**src/include/ricr_pkg.sv**
```systemverilog
package ricr_pkg;
  localparam int ADDR_W = 12;
  localparam int DATA_W = 8;
  localparam int NUM_REF = 4;
  localparam int NUM_PROF = 8;
  // register offsets
  localparam logic [11:0] OFF_POWER_DOWN = 12'h0500;
  localparam logic [11:0] OFF_FAMILY = 12'h0501;
  localparam logic [11:0] OFF_UNUSED_0 = 12'h0502;
  localparam logic [11:0] OFF_PROFILE_FIRST = 12'h0503;
  localparam logic [11:0] OFF_PROFILE_SECOND = 12'h0504;
  localparam logic [11:0] OFF_UNUSED_1 = 12'h0505;
  localparam logic [11:0] OFF_UNUSED_2 = 12'h0506;
  localparam logic [11:0] OFF_THRESHOLD = 12'h0507;
  // reset values
  localparam logic [7:0] RST_POWER_DOWN = 8'h00;
  localparam logic [7:0] RST_FAMILY = 8'h00;
  localparam logic [7:0] RST_PROFILE = 8'h00;
  localparam logic [2:0] RST_THRESHOLD = 3'h0;
  localparam logic [2:0] RST_PRIORITY = 3'h0;
  // power-down layout: bit index per receiver, upper bits unused
  localparam int PD_FIRST = 0;
  localparam int PD_FIRST_PARTNER = 1;
  localparam int PD_SECOND = 2;
  localparam int PD_SECOND_PARTNER = 3;
  localparam logic [7:0] PD_ALL = 8'hFF;
  // family field positions (low bit of each two-bit field)
  localparam int FAM_FIRST_LSB = 0;
  localparam int FAM_FIRST_PARTNER_LSB = 2;
  localparam int FAM_SECOND_LSB = 4;
  localparam int FAM_SECOND_PARTNER_LSB = 6;
  // profile select field positions
  localparam int PSEL_PRIMARY_LSB = 0;
  localparam int PSEL_PRIMARY_MAN = 3;
  localparam int PSEL_PARTNER_LSB = 4;
  localparam int PSEL_PARTNER_MAN = 7;
  localparam int THRESH_W = 3;
  localparam int PROF_W = 3;
  localparam int PRIO_W = 3;

  typedef enum logic [1:0] {
    RICR_FAM_DIFF_OR_OFF,
    RICR_FAM_CMOS_LOW,
    RICR_FAM_CMOS_MID,
    RICR_FAM_CMOS_HIGH
  } ricr_family_t;

  typedef enum logic [2:0] {
    RICR_RX_OFF,
    RICR_RX_DIFF,
    RICR_RX_CMOS_LOW,
    RICR_RX_CMOS_MID,
    RICR_RX_CMOS_HIGH
  } ricr_rx_mode_t;
endpackage

```
**src/rtl/ricr_regs.sv**
```systemverilog
// Local design decision: the address-and-strobe port.
`timescale 1ns/1ps
// Function
// one power-down bit per receiver (first 0, partner 1, second 2, partner 3), 1 powers down, reset 0.
// when every power-down bit is set the whole receiver section goes into deep sleep.
// software writes ones to the four unused upper power-down bits on every write.
// second primary family 00 pairs the pins differentially, 01..11 pick low, mid, high CMOS.
// second partner family 00 disables it, 01..11 pick CMOS, ignored while its primary is differential.
// the first pair uses the same encodings at bits 3:2 (partner) and 1:0 (primary).
// each receiver has a mode bit, 0 automatic and 1 manual profile assignment, reset 0.
// manual profile is a 3-bit number 0..7, reset 0, applied only in manual mode.
// first pair profile select: partner at bits 7 and 6:4, primary at bits 3 and 2:0.
// second pair profile select: partner at bits 7 and 6:4, primary at bits 3 and 2:0.
// a 3-bit threshold, reset 0; a reference with selection priority below it is a phase main.
// selection priority is a 3-bit field of the profile tied to each reference.
// all eight profile register sets reset to zero; this module holds none, priorities come in on PROF_PRIORITY with no reset.
// a powered-down or disabled receiver passes no reference edges downstream.
module ricr_regs
  import ricr_pkg::*;
(
  // clock and reset
  input wire logic CLOCK,
  input wire logic SYS_RST,
  // register port
  input wire logic [ADDR_W-1:0] ADDR,
  input wire logic [DATA_W-1:0] WDATA,
  input wire logic WR,
  input wire logic RD,
  output logic [DATA_W-1:0] RDATA,
  // raw receiver inputs: first, first partner, second, second partner
  input wire logic [NUM_REF-1:0] REF_IN,
  // profile selection priorities, profile p at bits [3p+2:3p]
  input wire logic [NUM_PROF*PRIO_W-1:0] PROF_PRIORITY,
  // automatic profile choice from the switchover logic
  input wire logic [NUM_REF*PROF_W-1:0] AUTO_PROFILE,
  // outputs to analog front end and downstream logic
  output logic [NUM_REF-1:0] REF_OUT,
  output logic [NUM_REF-1:0] RX_ENABLE,
  output logic [NUM_REF*3-1:0] RX_MODE,
  output logic DEEP_SLEEP,
  output logic [NUM_REF*PROF_W-1:0] REF_PROFILE,
  output logic [NUM_REF-1:0] REF_MANUAL,
  output logic [NUM_REF-1:0] PHASE_MAIN
);

  logic [7:0] power_down;
  logic [7:0] family;
  logic [7:0] prof_first;
  logic [7:0] prof_second;
  logic [THRESH_W-1:0] threshold;
  logic [NUM_REF*3-1:0] next_rx_mode;
  logic [NUM_REF-1:0] next_enable;
  logic [NUM_REF*PROF_W-1:0] next_profile;
  logic [NUM_REF-1:0] next_manual;
  logic [NUM_REF-1:0] next_main;
  logic next_sleep;

  // decode a two-bit family field; primary 00 means differential
  function automatic ricr_rx_mode_t fam_decode(input logic [1:0] f,
                                               input logic primary);
    ricr_rx_mode_t m;
    unique case (ricr_family_t'(f))
      RICR_FAM_DIFF_OR_OFF: m = primary ? RICR_RX_DIFF : RICR_RX_OFF;
      RICR_FAM_CMOS_LOW: m = RICR_RX_CMOS_LOW;
      RICR_FAM_CMOS_MID: m = RICR_RX_CMOS_MID;
      RICR_FAM_CMOS_HIGH: m = RICR_RX_CMOS_HIGH;
    endcase
    return m;
  endfunction

  // software-written registers
  always_ff @(posedge CLOCK or posedge SYS_RST)
  begin
    if (SYS_RST)
    begin
      power_down <= RST_POWER_DOWN;
      family <= RST_FAMILY;
      prof_first <= RST_PROFILE;
      prof_second <= RST_PROFILE;
      threshold <= RST_THRESHOLD;
    end
    else if (WR)
    begin
      unique case (ADDR)
        // upper bits kept as written; software is expected to set them
        OFF_POWER_DOWN: power_down <= WDATA;
        OFF_FAMILY: family <= WDATA;
        OFF_PROFILE_FIRST: prof_first <= WDATA;
        OFF_PROFILE_SECOND: prof_second <= WDATA;
        OFF_THRESHOLD: threshold <= WDATA[THRESH_W-1:0];
        default: ;
      endcase
    end
  end

  // read data stands only in the cycle after the read strobe
  always_ff @(posedge CLOCK or posedge SYS_RST)
  begin
    if (SYS_RST)
      RDATA <= '0;
    else if (RD)
    begin
      unique case (ADDR)
        OFF_POWER_DOWN: RDATA <= power_down;
        OFF_FAMILY: RDATA <= family;
        OFF_PROFILE_FIRST: RDATA <= prof_first;
        OFF_PROFILE_SECOND: RDATA <= prof_second;
        OFF_THRESHOLD: RDATA <= {{(DATA_W-THRESH_W){1'b0}}, threshold};
        default: RDATA <= '0;
      endcase
    end
    else
      RDATA <= '0;
  end

  // per-receiver decode
  always_comb
  begin
    logic [2:0] pidx;
    logic [PROF_W-1:0] auto_p;
    logic [PRIO_W-1:0] prio;
    ricr_rx_mode_t m [NUM_REF];
    logic [NUM_REF-1:0] man;
    logic [PROF_W-1:0] mp [NUM_REF];
    pidx = '0;
    auto_p = '0;
    prio = '0;
    m[0] = fam_decode(family[FAM_FIRST_LSB+:2], 1'b1);
    m[1] = fam_decode(family[FAM_FIRST_PARTNER_LSB+:2], 1'b0);
    m[2] = fam_decode(family[FAM_SECOND_LSB+:2], 1'b1);
    m[3] = fam_decode(family[FAM_SECOND_PARTNER_LSB+:2], 1'b0);
    // partner is ignored while its primary runs differential
    if (m[0] == RICR_RX_DIFF)
      m[1] = RICR_RX_OFF;
    if (m[2] == RICR_RX_DIFF)
      m[3] = RICR_RX_OFF;
    man[0] = prof_first[PSEL_PRIMARY_MAN];
    man[1] = prof_first[PSEL_PARTNER_MAN];
    man[2] = prof_second[PSEL_PRIMARY_MAN];
    man[3] = prof_second[PSEL_PARTNER_MAN];
    mp[0] = prof_first[PSEL_PRIMARY_LSB+:PROF_W];
    mp[1] = prof_first[PSEL_PARTNER_LSB+:PROF_W];
    mp[2] = prof_second[PSEL_PRIMARY_LSB+:PROF_W];
    mp[3] = prof_second[PSEL_PARTNER_LSB+:PROF_W];
    next_sleep = (power_down == PD_ALL);
    for (int i = 0; i < NUM_REF; i++)
    begin
      next_rx_mode[i*3+:3] = m[i];
      next_enable[i] = !power_down[i] && !next_sleep &&
                       (m[i] != RICR_RX_OFF);
      auto_p = AUTO_PROFILE[i*PROF_W+:PROF_W];
      pidx = man[i] ? mp[i] : auto_p;
      next_profile[i*PROF_W+:PROF_W] = pidx;
      next_manual[i] = man[i];
      prio = PROF_PRIORITY[pidx*PRIO_W+:PRIO_W];
      next_main[i] = (prio < threshold);
    end
  end

  // registered configuration outputs
  always_ff @(posedge CLOCK or posedge SYS_RST)
  begin
    if (SYS_RST)
    begin
      RX_MODE <= '0;
      RX_ENABLE <= '0;
      DEEP_SLEEP <= 1'b0;
      REF_PROFILE <= '0;
      REF_MANUAL <= '0;
      PHASE_MAIN <= '0;
    end
    else
    begin
      RX_MODE <= next_rx_mode;
      RX_ENABLE <= next_enable;
      DEEP_SLEEP <= next_sleep;
      REF_PROFILE <= next_profile;
      REF_MANUAL <= next_manual;
      PHASE_MAIN <= next_main;
    end
  end

  // gated reference samples; disabled receivers hold low
  always_ff @(posedge CLOCK or posedge SYS_RST)
  begin
    if (SYS_RST)
      REF_OUT <= '0;
    else
      REF_OUT <= REF_IN & next_enable;
  end

endmodule // ricr_regs

```
**config.mk**
```make
export PLATFORM = sky130hd
export DESIGN_NAME = ricr_regs
export DESIGN_NICKNAME = d
export VERILOG_FILES = /design/src/include/ricr_pkg.sv /design/src/rtl/ricr_regs.sv
export SDC_FILE = /design/constraint.sdc
export NUM_CORES = 1
export LEC_CHECK = 0
export CAP_MARGIN = 20
export CORE_MARGIN = 10
export CORE_UTILIZATION = 35
export DETAILED_ROUTE_END_ITERATION = 10
export DONT_BUFFER_PORTS = 1
export PLACE_DENSITY_LB_ADDON = 0.2
export SYNTH_ARGS = -nofsm -noshare
export SYNTH_HDL_FRONTEND = slang
export SYNTH_SLANG_ARGS = --single-unit
```
**constraint.sdc**
```tcl
create_clock -name CLOCK -period 3.26 [get_ports CLOCK]
set_input_delay 0.326 -clock CLOCK [delete_from_list [all_inputs] [get_ports CLOCK]]
set_output_delay 0.326 -clock CLOCK [all_outputs]
set_load 0.01 [all_outputs]
```
==> results.md, run 1 <==
* Routed vias/inst at 5.291
* Worst Path Required at 3480 ps
* Die ar. at between 15000 and 20000 sq um
* Initial antenna violation count at 0
* Initial detailed-routing violation count at roughly 260
* GR Util met3 at 5.755%
* Synth async-reset ratio at 100.0%
* Ys Warns at 0
* H-tree Lvls at 3
* Via count at 2767
* Most numerous cell on the critical path: nand2_1
* Filler Cell Count at approximately 1200
* GR Util met2 at 20.81%
* DRC viols at 0
* GR Overflow Total at 0
* Worst Path Class, Setup: reg -> reg
* Slew HR at 50.14%
* Leak pwr at ~2.2 nW
* Mapped Cells at 342
* Crit Path Max Fanout at 6
* Final Power at ~0.0022 W
* Final setup fails at 0
* RSZ-0062 raised after global routing: no
* Die X at 131.9 um
* Area growth syn-to-layout at 11.94%
* Die H at 131.9 um
* Reg clk slew, reported paths at 60 ps
* FF+latch count, synth at 84
* Post-synthesis sequential area ratio at 47.97%
* Post-layout util at between 40 and 50%
* Busiest layer in global routing: met2
* IO Pins at between 100 and 150
* Antenna viol nets, final at 0
* DRT Pass-1 Iters at 4
* Layout cells sized above 1 at 26.76%
* Root buf cell: clkbuf_16
* Post-DP HPWL at roughly 9500 um
* First-pass GRT wire length at 18550 um
* Cell taking the most area after synthesis: dfrtp_1
* Post-synthesis net count at 424
* Tmin final at roughly 2500 ps
* Number of max-cap violations at 0
* Highest-delay cell along the critical path: mux2i_1
* Worst Skew at slightly below 6 ps
* Fin. max-slew vios at 0
* Worst skew pair latency at 340 ps
* Fin. Hold Viols at 0
* Startpoint Class: flip-flop
* Clock tree sinks at 84
* TritonCTS Buffers at 9
* Crit path largest cell delay at 630 ps
* Primary FF master, synth: dfrtp_1
* Commonest cells post-synth: dfrtp_1, mux2i_1, mux2_2
* Worst Tran Pin Value at 727.1 ps
* Unique masters post-synth at 33
* HP Class: in -> reg
* Avg Synthesized Cell Area at between 10 and 15 sq um
* WP data arrival at 2760 ps
* Met1 usage at 17.18%
* Row cnt at 40
* DR WL/cell at 23.16 um
* CTS tree: yes
* Fmax at between 300 and 400 MHz
* Top cells by area, synth: dfrtp_1, mux2_2, mux2i_1
* # diodes at 0
* Delay-heaviest family, CP: multiplexers
* Clock Path Buffers at 2
* Routed WL at 12120 um
* Largest net degree at the start of global routing at 57
* Critical path cell sequence: mux2i_1 > mux4_2 > nand2_1 > nand2_1 > ha_1 > nor2_1 > a211o_1
* Fin crit share at approximately 78%
* Most frequent cell after synthesis: dfrtp_1
* Power per cell area at 455.4 nW/um^2
* EDFF count, synth at 0
* Mapped Area at 4382 sq um
* # port buffers at 0
* GRT Util Overall at 13.87%
* Area share of the largest cell type after synthesis at roughly 48%
* Vias in the first global route at slightly below 3000
* Initial Util at between 30% and 40%
* Crit path capture type: flip-flop
* VDD IR-drop max at around 0.00022 V
* Final GP Congestion at 0.8212
* Buffers & Inverters on Critical Path at 0
* Post-route setup TNS at 0 ps
* Fin nets at 433
* Core area at 12110 sq um
* Status: completed
## cells by family after synthesis
| group | synth area share, % |
|---|---|
| AOI/OAI and AO/OA | 4.826 |
| and+or+nand+nor | 10.68 |
| DFF | 47.97 |
| adders and majority gates | 5.140 |
| muxes | 27.87 |
| buffers and inverters | 3.512 |
## path summary, 6_finish.rpt
kind                       cells past startpoint            end            from  slack (ps)
min reg2reg                                    1   RX_ENABLE[0]   power_down[0]         530
max reg2reg                                    7  PHASE_MAIN[2]  prof_second[3]         720
max                                            7  PHASE_MAIN[2]  prof_second[3]         720
min in group asynchronous                      2  PHASE_MAIN[0]         SYS_RST         310
max in group asynchronous                      4    RX_MODE[10]         SYS_RST        2180
min                                            1     REF_OUT[1]       REF_IN[1]         120
## where the power goes
part           internal, W  leakage [nW]  total [W]  switching (W)
combinational    0.0000965         0.994   0.000197       0.000100
clock             0.000518         0.125   0.000953       0.000435
sequential         0.00106          1.11    0.00108      0.0000205
## what timing repair did
action,in CTS,in global routing
hold buffers,0,1
endpoints found under the hold margin,0,59
setup buffers,0,0
resized for setup,0,0
## cell usage in the layout (no fill, tap or decap), drive strengths merged, types with 4 or more instances in the layout
master  count
clkbuf      9
buf         8
dfrtp      84
nand3       5
nor3        7
nor2b       7
mux2i      41
nor4        4
a22oi      10
inv        28
a211o       4
mux2       40
or2         4
o21ai       4
mux4       16
nand2      18
nor2       11
nor3b       4
ha         18
a21oi      11
## cell type report
class                      count  area, sq um  area share, %
clock buffer                   9        225.2          4.592
inverter                      27        102.6          2.092
clock inverter                 6        48.80         0.9949
tap                          168        210.2          4.286
multi-input combinational    220         2126          43.34
timing repair buffer           9        90.09          1.837
sequential                    84         2102          42.86
## state kept, by name, summed over array words and instances (netlist names), 4 cells and up
signal,flops
PHASE_MAIN,4
RDATA,8
REF_MANUAL,4
REF_OUT,4
REF_PROFILE,12
RX_ENABLE,4
RX_MODE,12
family,8
power_down,8
prof_first,8
prof_second,8
## stage by stage
step | hold slack, ps | cells | instance area, sq um | setup WS, ps
6_report | 117.7 | 523 | 4905 | 719.7
5_1_grt | 106.1 | 523 | 4905 | 591.3
4_1_cts | 91.85 | 521 | 4867 | 689.6
3_5_place_dp | 457.6 | 506 | 4593 | 684.7
3_3_place_gp | 448.5 | 506 | 4593 | 820.6
2_1_floorplan | 351.9 | 342 | 4382 | 768.9
## per-layer routing
metal  wire (um)  vias up
li1            -     1253
met1        5032     1401
met2        5711      101
met3        1142       12
met4         229        0
met5           0        -
Power figures use the tool's default switching activity.
==> run 2: changes to the inputs <==
==> constraint.sdc (replaced) <==
create_clock -name CLOCK -period 2.41 [get_ports CLOCK]
set_input_delay 0.241 -clock CLOCK [delete_from_list [all_inputs] [get_ports CLOCK]]
set_output_delay 0.241 -clock CLOCK [all_outputs]
set_load 0.01 [all_outputs]
==> results.md, run 2 (synthesized netlist as in run 1, its figures left out) <==
* DR WL/cell at 22.54 um (-2.7%)
* Die H at 131.9 um (unchanged)
* Slew HR at 52.74% (+2.6 points)
* VDD IR-drop max at 0.0002542 V (+18%)
* Clock Path Buffers at 2 (unchanged)
* Row cnt at 40 (unchanged)
* HP Class: in -> reg
* First-pass GRT wire length at 18440 um (-0.60%)
* Fin. Hold Viols at 0 (unchanged)
* Tmin final at 2297 ps (-243.0 ps)
* Fin. max-slew vios at 0 (unchanged)
* Clock tree sinks at 84 (unchanged)
* P_int at 0.002389 W (+42%)
* Die X at 131.9 um (unchanged)
* Post-CTS sizing at 0 (unchanged)
* RSZ-0062 raised after global routing: no
* Worst Path Required at 2630 ps (-850 ps)
* Crit Path Max Fanout at 11 (+5)
* Initial Util at 36.18% (unchanged)
* Status: completed
* Routed vias/inst at 5.316 (+0.49%)
* GRT Util Overall at 13.82% (-0.050 points)
* Root buf cell: clkbuf_16
* P_sw at 0.0007635 W (+37%)
* Most numerous cell on the critical path: mux2i_1
* Crit path largest cell delay at 420 ps (-210 ps)
* Fmax at 435.3 MHz (+11%)
* Number of max-cap violations at 0 (unchanged)
* Leading cell type in the layout, fill and taps excluded: dfrtp_1
* Initial detailed-routing violation count at 219 (-16%)
* Leak pwr at 2.310 nW (+3.4%)
* Finished Layout Cells at 534 (+2.1%)
* # diodes at 0 (unchanged)
* Startpoint Class: flip-flop
* Post-DP HPWL at 9650 um (+1.2%)
* Worst Skew at 9.817 ps (+4.015 ps)
* Area growth syn-to-layout at 14.42%
* Layout cells sized above 1 at 29.51% (+2.7 points)
* Power per cell area at 628.7 nW/um^2 (+38%)
* DRT Pass-1 Iters at 4 (unchanged)
* Crit path capture type: flip-flop
* CTS tree: yes
* Antenna viol nets, final at 0 (unchanged)
* Final setup fails at 0 (unchanged)
* GR Overflow Total at 0 (unchanged)
* Routed WL at 12040 um (-0.63%)
* Initial antenna violation count at 0 (unchanged)
* Logic gate share of total power at 8.5% (-0.3 points)
* Via count at 2839 (+2.6%)
* Final GP Congestion at 0.8242 (+0.37%)
* Critical path cell sequence: mux2i_1 > buf_4 > mux2i_1 > mux2i_1 > mux2_2 > ha_1 > nor3_1 > a211o_1
* Post-route setup TNS at 0 ps (unchanged)
* Clock power share at 44.9% (+2.2 points)
* Sequential Power Share at 46.5% (-2.0 points)
* Fin crit share at 95.32% (+17 points)
* # port buffers at 0 (unchanged)
* Worst Tran Pin Value at 708.1 ps (-18.93 ps)
* Biggest regs: REF_PROFILE: 12 flops, RX_MODE: 12 flops
* IO Pins at 113 (unchanged)
* Largest net degree at the start of global routing at 38 (-33%)
* Buffers & Inverters on Critical Path at 1 (+1)
* Sw frac at 24.22% (-0.67 points)
* Highest-delay cell along the critical path: dfrtp_1
* Worst Path Class, Setup: reg -> reg
* TritonCTS Buffers at 9 (unchanged)
* Worst skew pair latency at 340 ps (about the same)
* Delay-heaviest family, CP: multiplexers
* Die ar. at 17400 sq um (unchanged)
* Final Power at 0.003152 W (+41%)
* H-tree Lvls at 3 (unchanged)
* Commonest cells after routing, fill and taps aside: dfrtp_1, mux2_2, mux2i_1, inv_1, ha_1
* WP data arrival at 2510 ps (-250 ps)
* Vias in the first global route at 2967 (+0.88%)
* Core area at 12110 sq um (unchanged)
* Reg clk slew, reported paths at 60 ps (about the same)
* Fin nets at 443 (+2.3%)
* DRC viols at 0 (unchanged)
* Placed instance count at 517 (+2.2%)
## run 2: changes by cell type in the layout (fill, tap and decap cells not counted), sizes merged
cell      before  now
inv           28   29
bufinv         0    1
buf            8   18
clkinvlp       3    2
## run 2: metal layers
metal	global-route usage (%)	up-vias	share of wire (%)
li1	-	1285	-
met1	16.57	1453	40
met2	21.62	89	49
met3	5.602	12	9.6
met4	5.439	0	1.2
met5	0	-	0
## run 2: worst paths after layout
| kind | start | slack, ps | endpoint | cells past startpoint |
|---|---|---|---|---|
| max reg2reg | prof_first[3] | 110 | PHASE_MAIN[0] | 8 |
| max | prof_first[3] | 110 | PHASE_MAIN[0] | 8 |
| max in group asynchronous | SYS_RST | 1320 | PHASE_MAIN[0] | 3 |
| min | REF_IN[1] | 20 | REF_OUT[1] | 1 |
| min in group asynchronous | SYS_RST | 410 | REF_PROFILE[1] | 2 |
| min reg2reg | power_down[2] | 500 | RX_ENABLE[2] | 1 |
## run 2: area by class of cell
cell class | count | area, sq um
Fill cell | 1159 | 7098
Multi-Input combinational cell | 220 | 2133
Sequential cell | 84 | 2102
Clock buffer | 9 | 225.2
Tap cell | 168 | 210.2
Timing Repair Buffer | 19 | 157.7
Inverter | 27 | 102.6
Clock inverter | 7 | 82.58
## run 2: power groups by stage
stage	clock [W]	combinational, W	sequential (W)
2_1_floorplan	0	0.000216	0.00149
3_3_place_gp	0	0.000264	0.00150
3_5_place_dp	0	0.000270	0.00150
4_1_cts	0.00147	0.000273	0.00147
5_1_grt	0.00153	0.000298	0.00147
6_report	0.00142	0.000269	0.00147
## run 2: per-stage QoR
step                      area, sq um  setup WS [ps]  hold WS, ps  utilization (%)
after floorplan                  4389          3.856        351.9                -
after global placement           4696          250.9        216.7            38.77
after detailed placement         4696          159.2        210.7            38.77
after CTS                        5014          154.1        10.88            41.39
after global routing             5014          5.629        16.81            41.39
final                            5014          112.7        24.50            41.39
## run 2: what timing repair did
action	in CTS	in global routing
setup buffers	0	0
hold buffers	1	0
hold endpoints to repair	30	0
setup endpoints to repair	0	0
